===== src/verilog/vfd_defs.svh =====
`ifndef VFD_DEFS_SVH
`define VFD_DEFS_SVH
// buffer layout
`define VFD_BUF_BASE      12'hF80
`define VFD_BUF_LAST      12'hFCF
`define VFD_BUF_BYTES     80
`define VFD_COL_STRIDE    16
`define VFD_NUM_COLS      5
`define VFD_NUM_SLOTS     16
`define VFD_NUM_OUT       37
`define VFD_LARGE_OUTS    16
`define VFD_MID_OUTS      21
// slot time selects: divide exponents 12 down to 9
`define VFD_DIV_EXP_MAX   12
`define VFD_DIV_EXP_MIN   9
// dimmer: eight steps of the slot length, in sixteenths
`define VFD_DIM_STEPS     8
`define VFD_DIM_DEN       16
// reset values
`define VFD_BLANK_RST     1'b1
`define VFD_PINSEL_RST    5'h00
`endif


===== src/verilog/vfd_pkg.sv =====
package vfd_pkg;
   typedef enum logic [2:0] {
      VFD_IDLE  = 3'b001,
      VFD_SCAN  = 3'b010,
      VFD_FORCE = 3'b100
   } vfd_state_type;
endpackage


===== src/verilog/vfd_scanner.sv =====
`timescale 1ns/1ps
`include "vfd_defs.svh"
// Function
// thirty-seven display outputs, 0-15 large current, 16-36 middle current.
// one to sixteen scan slots, count chosen by software.
// five-bit pin select claims output groups; others stay general purpose.
// scanner fetches 80-byte buffer itself without processor help.
// eight brightness levels shorten the lit part of each slot.
// slot time selectable fc/4096, fc/2048, fc/1024, fc/512.
// entering slow or stop sets blank and clears enable key.
// forced blank keeps other settings; outputs zero as pulled-down ports.
// buffer spans addresses 0F80 to 0FCF, five columns of sixteen.
// slot n drives column base plus n onto its output group.
// a one bit lights its output during the slot, zero leaves off.
// clearing blank starts scanning with current settings and buffer.
// software keeps blank set while programming the settings.
// software sets slot count to the tube's digit count.
// readable status shows the driver's current state.
// software keeps the buffer region for display only.
// conventional tubes get one digit per slot, in sequence.
// every set bit in a slot is driven together.
// slots step 0 to count minus one and wrap while unblanked; code steps 0 to scan_slot_count itself, then wraps.
module vfd_scanner
   import vfd_pkg::*;
(
   // clock and reset
   input  wire logic        sys_clk,
   input  wire logic        rst,
   // buffer write port from processor
   input  wire logic        buf_wr,
   input  wire logic [11:0] buf_addr,
   input  wire logic [7:0]  buf_wdata,
   output logic [7:0]       buf_rdata,
   // control register one fields
   input  wire logic        blank_set,
   input  wire logic        blank_clr,
   input  wire logic        key_set,
   input  wire logic [1:0]  slot_time_sel,
   input  wire logic [4:0]  driver_pin_select,
   // control register two fields
   input  wire logic [2:0]  brightness_duty,
   input  wire logic [3:0]  scan_slot_count,
   // chip mode change to slow or stop
   input  wire logic        low_power_entry,
   // general purpose port latch for pins not claimed
   input  wire logic [36:0] port_latch,
   // display side
   output logic [36:0]      high_voltage_outputs,
   output logic [36:0]      driver_claimed,
   // status
   output logic             blank_control,
   output logic             display_enable_key,
   output logic [3:0]       current_slot,
   output logic [2:0]       display_driver_status
);

   logic [7:0]    mem [0:`VFD_BUF_BYTES-1];
   logic [3:0]    slot_q;
   logic [3:0]    slot_d;
   vfd_state_type state_q;
   vfd_state_type state_d;
   logic          run;
   logic          slot_end;
   logic          lit;
   logic          in_buf;
   logic [6:0]    wr_idx;
   logic [36:0]   slot_bits;
   logic [36:0]   claim;
   logic [36:0]   hv_d;
   logic [4:0]    pinsel_q;
   logic          low_q;
   logic          forced;
   logic [36:0]   lit_bits;
   logic [36:0]   gp_bits;

   // buffer index of a byte address
   function automatic logic [6:0] buf_index(input logic [11:0] a);
      logic [11:0] off;
      off = a - 12'(`VFD_BUF_BASE);
      buf_index = off[6:0];
   endfunction

   // buffer read index of column c at slot s
   function automatic logic [6:0] col_index(input int c,
                                            input logic [3:0] s);
      col_index = 7'(c * `VFD_COL_STRIDE) + {3'b000, s};
   endfunction

   // address decode for the buffer window
   assign in_buf = (buf_addr >= 12'(`VFD_BUF_BASE)) &&
                   (buf_addr <= 12'(`VFD_BUF_LAST));
   assign wr_idx = buf_index(buf_addr);

   // buffer storage written by processor; no reset, so software must
   // fill every slot in use before it clears blank
   always_ff @(posedge sys_clk) begin
      if (buf_wr && in_buf) begin
         mem[wr_idx] <= buf_wdata;
      end
   end

   // processor readback, zero outside the window
   always_ff @(posedge sys_clk or posedge rst) begin
      if (rst) begin
         buf_rdata <= 8'h00;
      end else begin
         buf_rdata <= in_buf ? mem[wr_idx] : 8'h00;
      end
   end

   // slot data fetch: five column bytes, last one five bits
   // column four feeds only five pins, its top three bits are unused
   assign slot_bits = {mem[col_index(4, slot_q)][4:0],
                       mem[col_index(3, slot_q)],
                       mem[col_index(2, slot_q)],
                       mem[col_index(1, slot_q)],
                       mem[col_index(0, slot_q)]};

   // pin select: bit k claims group k (8,8,8,8,5 pins)
   assign claim = {{5{pinsel_q[4]}}, {8{pinsel_q[3]}}, {8{pinsel_q[2]}},
                   {8{pinsel_q[1]}}, {8{pinsel_q[0]}}};

   // scan sequencing controls
   // the pointer parks at slot 0 while not scanning, so every restart
   // begins at the first slot
   assign run    = (state_q == VFD_SCAN);
   assign slot_d = !run ? 4'h0 :
                   !slot_end ? slot_q :
                   (slot_q >= scan_slot_count) ? 4'h0 :
                   slot_q + 4'h1;

   // state: force blank on low-power entry, scan when unblanked
   // the forced state holds until software clears blank again
   always_comb begin
      state_d = state_q;
      case (state_q)
         VFD_IDLE:  if (!blank_control) state_d = VFD_SCAN;
         VFD_SCAN:  if (blank_control) state_d = VFD_IDLE;
         VFD_FORCE: if (!blank_control) state_d = VFD_SCAN;
         default:   state_d = VFD_IDLE;
      endcase
      if (low_q) state_d = VFD_FORCE;
   end

   // claimed set bits of a slot lit together, gated by dimmer window
   assign lit_bits = claim & slot_bits & {37{lit}};
   // pins left unclaimed follow the general purpose port latch, except in forced blank where they are driven low
   assign gp_bits  = ~claim & port_latch;
   // forced blank pulls every pin low until blank is cleared
   assign forced   = (state_q == VFD_FORCE);
   assign hv_d     = forced ? 37'h0 :
                     run    ? (lit_bits | gp_bits) : gp_bits;

   vfd_slot_timer u_timer (
      .sys_clk         (sys_clk),
      .rst             (rst),
      .run             (run),
      .slot_time_sel   (slot_time_sel),
      .brightness_duty (brightness_duty),
      .slot_end        (slot_end),
      .lit             (lit)
   );

   // settings follow their inputs; a forced blank leaves them alone
   always_ff @(posedge sys_clk or posedge rst) begin
      if (rst) begin
         pinsel_q <= `VFD_PINSEL_RST;
         low_q    <= 1'b0;
      end else begin
         pinsel_q <= driver_pin_select;
         low_q    <= low_power_entry;
      end
   end

   // control bits: forced blank wins over software writes
   always_ff @(posedge sys_clk or posedge rst) begin
      if (rst) begin
         blank_control      <= `VFD_BLANK_RST;
         display_enable_key <= 1'b0;
      end else if (low_power_entry) begin
         blank_control      <= 1'b1;
         display_enable_key <= 1'b0;
      end else begin
         if (blank_set) blank_control <= 1'b1;
         else if (blank_clr) blank_control <= 1'b0;
         if (key_set) display_enable_key <= 1'b1;
      end
   end

   // scan state and slot pointer
   always_ff @(posedge sys_clk or posedge rst) begin
      if (rst) begin
         state_q <= VFD_IDLE;
         slot_q  <= 4'h0;
      end else begin
         state_q <= state_d;
         slot_q  <= slot_d;
      end
   end

   // pin levels and claim mask, registered straight to the pins
   always_ff @(posedge sys_clk or posedge rst) begin
      if (rst) begin
         high_voltage_outputs <= 37'h0;
         driver_claimed       <= 37'h0;
      end else begin
         high_voltage_outputs <= hv_d;
         driver_claimed       <= forced ? 37'h0 : claim;
      end
   end

   // status copies, one cycle ahead of the pins on purpose
   always_ff @(posedge sys_clk or posedge rst) begin
      if (rst) begin
         current_slot          <= 4'h0;
         display_driver_status <= 3'h0;
      end else begin
         current_slot          <= slot_d;
         display_driver_status <= state_d;
      end
   end
endmodule // vfd_scanner


===== src/verilog/vfd_slot_timer.sv =====
`timescale 1ns/1ps
`include "vfd_defs.svh"
// counts one slot time and tells when the lit part of the slot is over
module vfd_slot_timer
   import vfd_pkg::*;
(
   // clock and reset
   input  wire logic       sys_clk,
   input  wire logic       rst,
   // control
   input  wire logic       run,
   input  wire logic [1:0] slot_time_sel,
   input  wire logic [2:0] brightness_duty,
   // status
   output logic            slot_end,
   output logic            lit
);
   logic [11:0] cnt_q;
   logic [11:0] cnt_d;
   logic [11:0] last;
   logic [12:0] on_len;
   logic [3:0]  shift;
   logic [4:0]  on_16ths;

   // slot length fc/2^12 .. fc/2^9 selected by slot_time_sel
   assign shift    = 4'(`VFD_DIV_EXP_MAX) - {2'b00, slot_time_sel};
   assign last     = 12'(({1'b0, 12'hFFF}) >> (4'(`VFD_DIV_EXP_MAX) - shift));
   // lit part = (duty+9)/16 of slot: eight steps, 9/16..16/16
   assign on_16ths = 5'(brightness_duty) + 5'h09;
   // 13 bits: a full-duty 4096-cycle slot would wrap to zero in 12
   assign on_len   = 13'((17'(last) + 17'h1) * 17'(on_16ths) >> 4);
   assign slot_end = run && (cnt_q == last);
   assign cnt_d    = (!run || slot_end) ? 12'h000 : cnt_q + 12'h001;

   // free-running slot counter while scanning
   always_ff @(posedge sys_clk or posedge rst) begin
      if (rst) begin
         cnt_q <= 12'h000;
         lit   <= 1'b0;
      end else begin
         cnt_q <= cnt_d;
         lit   <= run && ({1'b0, cnt_d} < on_len);
      end
   end
endmodule // vfd_slot_timer


===== config.mk =====
export PLATFORM = sky130hd
export DESIGN_NAME = vfd_scanner
export DESIGN_NICKNAME = d
export VERILOG_FILES = /design/src/verilog/vfd_pkg.sv /design/src/verilog/vfd_scanner.sv /design/src/verilog/vfd_slot_timer.sv
export VERILOG_INCLUDE_DIRS = /design/src /design/src/verilog
export SDC_FILE = /design/constraint.sdc
export NUM_CORES = 1
export LEC_CHECK = 0
export BUFFER_PORTS_ARGS = -buffer_cell sky130_fd_sc_hd__buf_2
export CAP_MARGIN = 10
export CORE_MARGIN = 2
export CORE_UTILIZATION = 42
export CTS_BUF_LIST = sky130_fd_sc_hd__clkbuf_2 sky130_fd_sc_hd__clkbuf_4 sky130_fd_sc_hd__clkbuf_8
export DETAILED_ROUTE_END_ITERATION = 7
export SETUP_SLACK_MARGIN = 0.5
export SLEW_MARGIN = 30
export SYNTH_ARGS = -nofsm -noshare
export SYNTH_HDL_FRONTEND = slang
export SYNTH_SLANG_ARGS = --single-unit

===== constraint.sdc =====
create_clock -name sys_clk -period 2.6 [get_ports sys_clk]
set_input_delay 0.26 -clock sys_clk [delete_from_list [all_inputs] [get_ports sys_clk]]
set_output_delay 0.26 -clock sys_clk [all_outputs]
set_load 0.005 [all_outputs]

**Yosys cells after proc, flatten, opt, wreduce, memory -nomap -nowiden**

Memories as Yosys holds them, arrays and structs flattened.
Cells that the tools add are included.
W data, S select, Z words.

- Register bits after elaboration: 113
- Output and inout port bits: 91
- Word-level logic and storage cells: 68
- RAM bits: 640
- Input port bits: 78
- Memories: 1

- Reductions and logical operators: 9
- Bitwise gates (word level): 5
- Shifts and indexed selects: 1
- $add $sub $neg: 11
- Mux-type cells: 19
- Multiply operators: 1
- Eq/ne operators: 5
- $lt $le $gt $ge: 4

Memory list:

| memory | words | bits a word | rd ports | clocked after Yosys merged registers in | write ports | RTL line | RTL |
|---|---|---|---|---|---|---|---|
| mem | 80 | 8 | 6 | 0 | 1 | vfd_scanner.sv:57 | `` logic [7:0] mem [0:`VFD_BUF_BYTES-1]; `` |

Operator list:

| cell | count |
|---|---|
| $and A37 B37 Y37 | 3 |
| $mux W37 | 3 |
| $not A37 Y37 | 1 |
| $or A37 B37 Y37 | 1 |
| $mul A17 B5 Y17 | 1 |
| $add A6 B4 Y7 const A | 2 |
| $add A12 B1 Y13 const B | 1 |
| $lt A12 B13 Y1 | 1 |
| $add A12 B1 Y12 const B | 1 |
| $eq A12 B12 Y1 | 1 |
| $ge A12 B12 Y1 const B | 1 |
| $le A12 B12 Y1 const B | 1 |
| $mux W12 | 1 |
| $mux W4 | 3 |
| $shr A12 B4 Y12 const A | 1 |
| $mux W3 | 3 |
| $mux W8 | 1 |
| $add A7 B4 Y7 const A | 1 |
| $mux W1 | 7 |
| $sub A7 B1 Y7 const B | 1 |
| $add A5 B4 Y6 const A | 1 |
| $pmux W3 S2 | 1 |
| $add A3 B4 Y5 const B | 1 |
| $add A4 B1 Y4 const B | 1 |
| 13 further kinds | 16 |

**Depth between registers and ports, before layout**

- Word-level depth: 9
- Depth in mapped cells: 16
- Gate-level depth less buffers: 16

**Hierarchy**

Synthesis repeated with hierarchy kept, for this count alone.

- Cell total of the unflattened synthesis: 1936
- Area total of the unflattened synthesis: 33469.6 um2

By module, submodules not included:

| module | cells each | area each (um2) | sequential area each (um2) | times used |
|---|---|---|---|---|
| vfd_scanner | 1786 | 32027.0 | 20872.5 | 1 |
| vfd_slot_timer | 150 | 1442.6 | 325.3 | 1 |

**Least setup slack after synthesis**

Ideal clock, no wire load.

- Path type: input to register
- Start point: input brightness_duty[0]
- End point: register u_timer.lit
- Setup time: 0.130 ns
- Data arrival time: 3.365 ns
- Stages on the path: 16
- Required time: 2.470 ns
- Path buffers: 0
- Setup slack: -0.895 ns
- Cells stage by stage: ha_1 -> ha_1 -> and2_1 -> ha_1 -> ha_1 -> fa_1 -> inv_1 -> fa_1 -> inv_1 -> a21o_1 -> a21oi_1 -> xor2_1 -> ha_1 -> o21ai_0 -> a21oi_1 -> o22ai_1

- Word-level cells in the longest chain between the ends: 4

Ends and longest elaborated chain:

| item | RTL line | RTL |
|---|---|---|
| start: declaration | vfd_scanner.sv:41 | `input wire logic [2:0] brightness_duty,` |
| $add A3 B4 Y5 | vfd_slot_timer.sv:29 | `assign on_16ths = 5'(brightness_duty) + 5'h09;` |
| $mul A17 B5 Y17 | vfd_slot_timer.sv:31 | `assign on_len = 13'((17'(last) + 17'h1) * 17'(on_16ths) >> 4);` |
| $lt A12 B13 Y1 | vfd_slot_timer.sv:42 | `lit <= run && ({1'b0, cnt_d} < on_len);` |
| $logic_and A1 B1 Y1 | vfd_slot_timer.sv:42 |  |
| end signal: assignment | vfd_slot_timer.sv:42 |  |
| end: declaration | vfd_slot_timer.sv:16 | `output logic lit` |

No other way between the ends.
A chain may end at the register's enable or synchronous reset.

**Worst setup path in the final report**

Ends and elaborated chain as after synthesis.

==> run metrics <==
CTS tree done; met3 Usage GRT 0.05428; Most used DFF post-synth sky130_fd_sc_hd__edfxtp_1; # DRC 0; net total in the final layout 2,599; Top Family by Delay on Critical Path adder cells; synth unique cells 69; GRT Resource Usage Total 0.2711; number of antenna violations at the first check in global routing 3; vias in the first global route 22,880; row count 103; layout cells sized above 1 0.4284; horizontal die dimension 287.5 um; Required @ worst endpoint 3.28 ns; Final Worst Setup Slack -0.09084 ns; Max Transition Viols Final 0; remaining global-route overflow 0; Die Height 287.5 um; max-slew headroom at the worst pin 0.4079; Worst setup SP type primary input; total cell area at the placement stage 37,950 um2; clk buf depth 3; post-synthesis cell count 2,055; sequential standard cell area 21,210 um2; setup TNS -0.09084 ns; wire per inst 30.86 um; largest fanout on the critical path 4; Crit. End Element register; PwrDens 592.6 nW/um2; failing checks negative setup slack; Final period util 1.035; Critical Path, Cell by Cell buf_8, ha_4, ha_4, nand2_2, fa_1, inv_2, fa_1, ha_4, ha_4, a21o_1, a21oi_2, xor2_1, ha_2, o21ai_1, a21oi_1, o22ai_1; Overall Power 0.02495 W; initial detailed-routing violation count 2,691; total number of H-tree levels 3; share of async-settable or async-resettable flops after synthesis 0.1099; met2 layer usage reported by global route 0.4330; CTS Sinks 719; Port Buf Inserts 168; Ports 169; worst min path class in2async; sequential area share after synthesis 0.6280; maximum number of pins on one net before global-route repair 81; Worst EP arrival 3.37 ns; Worst Path Class, Setup in2reg; count of placed standard cells in the final layout, fillers left out 3,636; RePlAce Congestion 0.9279; M1 GR Usage 0.3667; detailed placer's ending HPWL 75.53 mm; Critical Path Max Stage Delay 0.50 ns; number of buffers created by CTS 119; synthesis-stage register bit count 719; number of fillers in the final layout 6,364; most used cell along the critical path sky130_fd_sc_hd__ha_4; utilization after layout 0.5311; Fin Clk Skew 0.03050 ns; first-pass GRT wire length 160.2 mm; Initial Utilization 0.4259; number of buffers and inverters on the critical path 2; routed wire length 112.2 mm; via total after detailed routing 22,457; result of the run finished with violations; VDD IR max 0.3335 mV; cell with the largest stage delay on the worst path sky130_fd_sc_hd__fa_1; reported max-cap violation count 0; global route hottest layer met2; transition time at the pin with the least slew margin 0.8882 ns; Post-DRT Antenna Nets 0; number of hold violations in the final report 0; mapped cell area 33,750 um2; area of all placed cells without fillers 42,090 um2; core outline area 79,260 um2; mean post-synth cell area 16.43 um2; clock network latency to the later pin of the worst-skew pair 0.76 ns; Pre-Repair DR Iteration Count 7; Synth warnings 0; Root Buffer sky130_fd_sc_hd__clkbuf_8; min cycle time layout 2.691 ns; per-cell via count in the routed design 6.176; maximum clock frequency 371.6 MHz; final setup violating endpoints 1; area of the die 82,650 um2; placed cells 3,324; Layout Area Growth over Synthesis 24.71%; number of flops mapped to enable cells by yosys 640; multi-input logic area 12,410 um2; setup repair after global routing missed its margin yes; clk slew on worst S/H paths 0.07 ns; reported leakage power 14.38 nW; post-synth net total 2,169
-- path summary, 6_finish.rpt --
check | start | end | slack (ns) | cells after the start
min reg2reg | low_q | state_q[0] | 0.46 | 1
max in group asynchronous | rst | state_q[0] | 1.73 | 5
min | rst | high_voltage_outputs[20] | 0.04 | 3
min in group sys_clk | buf_wdata[1] | mem[19][1] | 0.07 | 1
max | brightness_duty[0] | u_timer.lit | -0.09 | 16
max reg2reg | u_timer.cnt_q[9] | u_timer.lit | 0 | 13
-- per-layer routing --
metal	vias up	part of all wire
li1	9207	-
met1	11671	0.39
met2	1330	0.48
met3	247	0.098
met4	2	0.036
met5	-	0.000062
-- cell usage after synthesis, types with 5 or more instances --
| library cell | number | area share |
|---|---|---|
| sky130_fd_sc_hd__nor3_1 | 11 | 0.0016 |
| sky130_fd_sc_hd__dfrtp_1 | 77 | 0.057 |
| sky130_fd_sc_hd__nand2b_1 | 9 | 0.0017 |
| sky130_fd_sc_hd__nand4_1 | 5 | 0.00093 |
| sky130_fd_sc_hd__buf_2 | 49 | 0.0073 |
| sky130_fd_sc_hd__nand2_1 | 80 | 0.0089 |
| sky130_fd_sc_hd__o21ai_1 | 10 | 0.0015 |
| sky130_fd_sc_hd__a21o_1 | 6 | 0.0013 |
| sky130_fd_sc_hd__mux2_1 | 14 | 0.0047 |
| sky130_fd_sc_hd__a221oi_1 | 71 | 0.018 |
| sky130_fd_sc_hd__mux4_2 | 252 | 0.17 |
| sky130_fd_sc_hd__o21a_1 | 5 | 0.0011 |
| sky130_fd_sc_hd__and3_1 | 15 | 0.0028 |
| sky130_fd_sc_hd__nand3b_1 | 5 | 0.0011 |
| sky130_fd_sc_hd__buf_6 | 13 | 0.0043 |
| sky130_fd_sc_hd__o22ai_1 | 8 | 0.0015 |
| sky130_fd_sc_hd__a31oi_1 | 11 | 0.0020 |
| sky130_fd_sc_hd__xor2_1 | 7 | 0.0018 |
| sky130_fd_sc_hd__edfxtp_1 | 640 | 0.57 |
| sky130_fd_sc_hd__o2bb2ai_1 | 8 | 0.0021 |
| sky130_fd_sc_hd__a221o_1 | 5 | 0.0015 |
| sky130_fd_sc_hd__a21oi_1 | 86 | 0.013 |
| sky130_fd_sc_hd__clkbuf_1 | 64 | 0.0071 |
| sky130_fd_sc_hd__nor2_1 | 183 | 0.020 |
| sky130_fd_sc_hd__a22o_1 | 11 | 0.0029 |
| sky130_fd_sc_hd__o221ai_1 | 10 | 0.0026 |
| sky130_fd_sc_hd__buf_1 | 6 | 0.00067 |
| sky130_fd_sc_hd__a22oi_1 | 26 | 0.0058 |
| sky130_fd_sc_hd__o211ai_1 | 7 | 0.0016 |
| sky130_fd_sc_hd__mux2i_1 | 43 | 0.013 |
| sky130_fd_sc_hd__buf_4 | 47 | 0.010 |
| sky130_fd_sc_hd__inv_1 | 22 | 0.0024 |
| sky130_fd_sc_hd__ha_1 | 31 | 0.011 |
| sky130_fd_sc_hd__nand3_1 | 28 | 0.0042 |
| sky130_fd_sc_hd__xnor2_1 | 11 | 0.0029 |
| sky130_fd_sc_hd__nor2b_1 | 50 | 0.0093 |
| sky130_fd_sc_hd__and2_1 | 15 | 0.0028 |
| sky130_fd_sc_hd__o21ai_0 | 30 | 0.0044 |
| sky130_fd_sc_hd__mux2_2 | 34 | 0.011 |
| sky130_fd_sc_hd__fa_1 | 5 | 0.0030 |
-- cell families (layout without fill, tap and decap cells) --
family / count (synthesis) / in the layout / share of synthesized area
other: 0 / 2 / 0
adders and majority gates: 36 / 36 / 0.01446
AOI/OAI and AO/OA: 323 / 323 / 0.06713
xor gates and xnor gates: 18 / 18 / 0.004671
and+or+nand+nor: 414 / 414 / 0.05642
DFF: 719 / 719 / 0.6280
buffers and inverters: 202 / 731 / 0.03240
muxes: 343 / 343 / 0.1969
-- state kept, by name (all words and copies together) (netlist names), 3 cells and up --
signal                 cells
mem                      640
driver_claimed             5
buf_rdata                  8
current_slot               4
u_timer.cnt_q             12
high_voltage_outputs      37
display_driver_status      3
pinsel_q                   5
-- worst reg2reg max path, cell delays in order (launching register included) --
cell	delay, ns
sky130_fd_sc_hd__dfrtp_2	0.45
sky130_fd_sc_hd__and3b_1	0.18
sky130_fd_sc_hd__o21ai_1	0.15
sky130_fd_sc_hd__a21o_1	0.13
sky130_fd_sc_hd__a21oi_1	0.08
sky130_fd_sc_hd__or2_2	0.29
sky130_fd_sc_hd__nor2_1	0.16
sky130_fd_sc_hd__ha_1	0.26
sky130_fd_sc_hd__o21a_1	0.19
sky130_fd_sc_hd__o21a_1	0.16
sky130_fd_sc_hd__o21a_1	0.16
sky130_fd_sc_hd__o21ai_1	0.14
sky130_fd_sc_hd__a21oi_1	0.08
sky130_fd_sc_hd__o22ai_1	0.10
-- stage by stage --
stage	hold slack (ns)	setup WS [ns]
after floorplan	0.2914	-0.5989
after global placement	0.3698	-0.9016
after detailed placement	0.3693	-0.9082
after CTS	0.02490	-0.06530
after global routing	0.08145	-0.1920
final	0.04216	-0.09084
-- layout by cell type (no fill, tap or decap), drive strengths merged, types with 12 or more instances in the layout --
| cell type | instances |
|---|---|
| dlygate4sd3 | 47 |
| clkinv | 41 |
| and3 | 15 |
| buf | 440 |
| nand2 | 80 |
| nor2b | 50 |
| nand3 | 28 |
| edfxtp | 640 |
| mux4 | 252 |
| ha | 31 |
| nor2 | 184 |
| clkbuf | 169 |
| a22oi | 26 |
| a221oi | 71 |
| a21oi | 86 |
| inv | 25 |
| and2 | 15 |
| mux2i | 43 |
| mux2 | 48 |
| dfrtp | 77 |
| nor3 | 12 |
| o21ai | 40 |
-- final cells by class --
type / instances / share of cell area
repair buffers: 488 / 0.1091
clock buffers: 168 / 0.04958
diodes: 2 / 0.0001189
clock inverters: 52 / 0.009036
multi-input cells: 1134 / 0.2948
well taps: 1050 / 0.03121
flip-flops and latches: 719 / 0.5039
inverters: 23 / 0.002200
-- report_power, final --
group	leakage (nW)	total, W	internal (W)	switching, W
combinational	6.27	0.00194	0.000788	0.00115
sequential	6.79	0.0127	0.0126	0.0000484
clock	1.31	0.0103	0.00567	0.00464
total	14.4	0.0249	0.0191	0.00584
-- timing repair --
item,in CTS,in global routing
setup buffers,25,3
pin swaps,37,9
gates resized for setup,99,16
hold buffers,47,0
cloned,13,1
setup endpoints to repair,45,46
endpoints found under the hold margin,76,0
(Power assumes the default switching activity.)
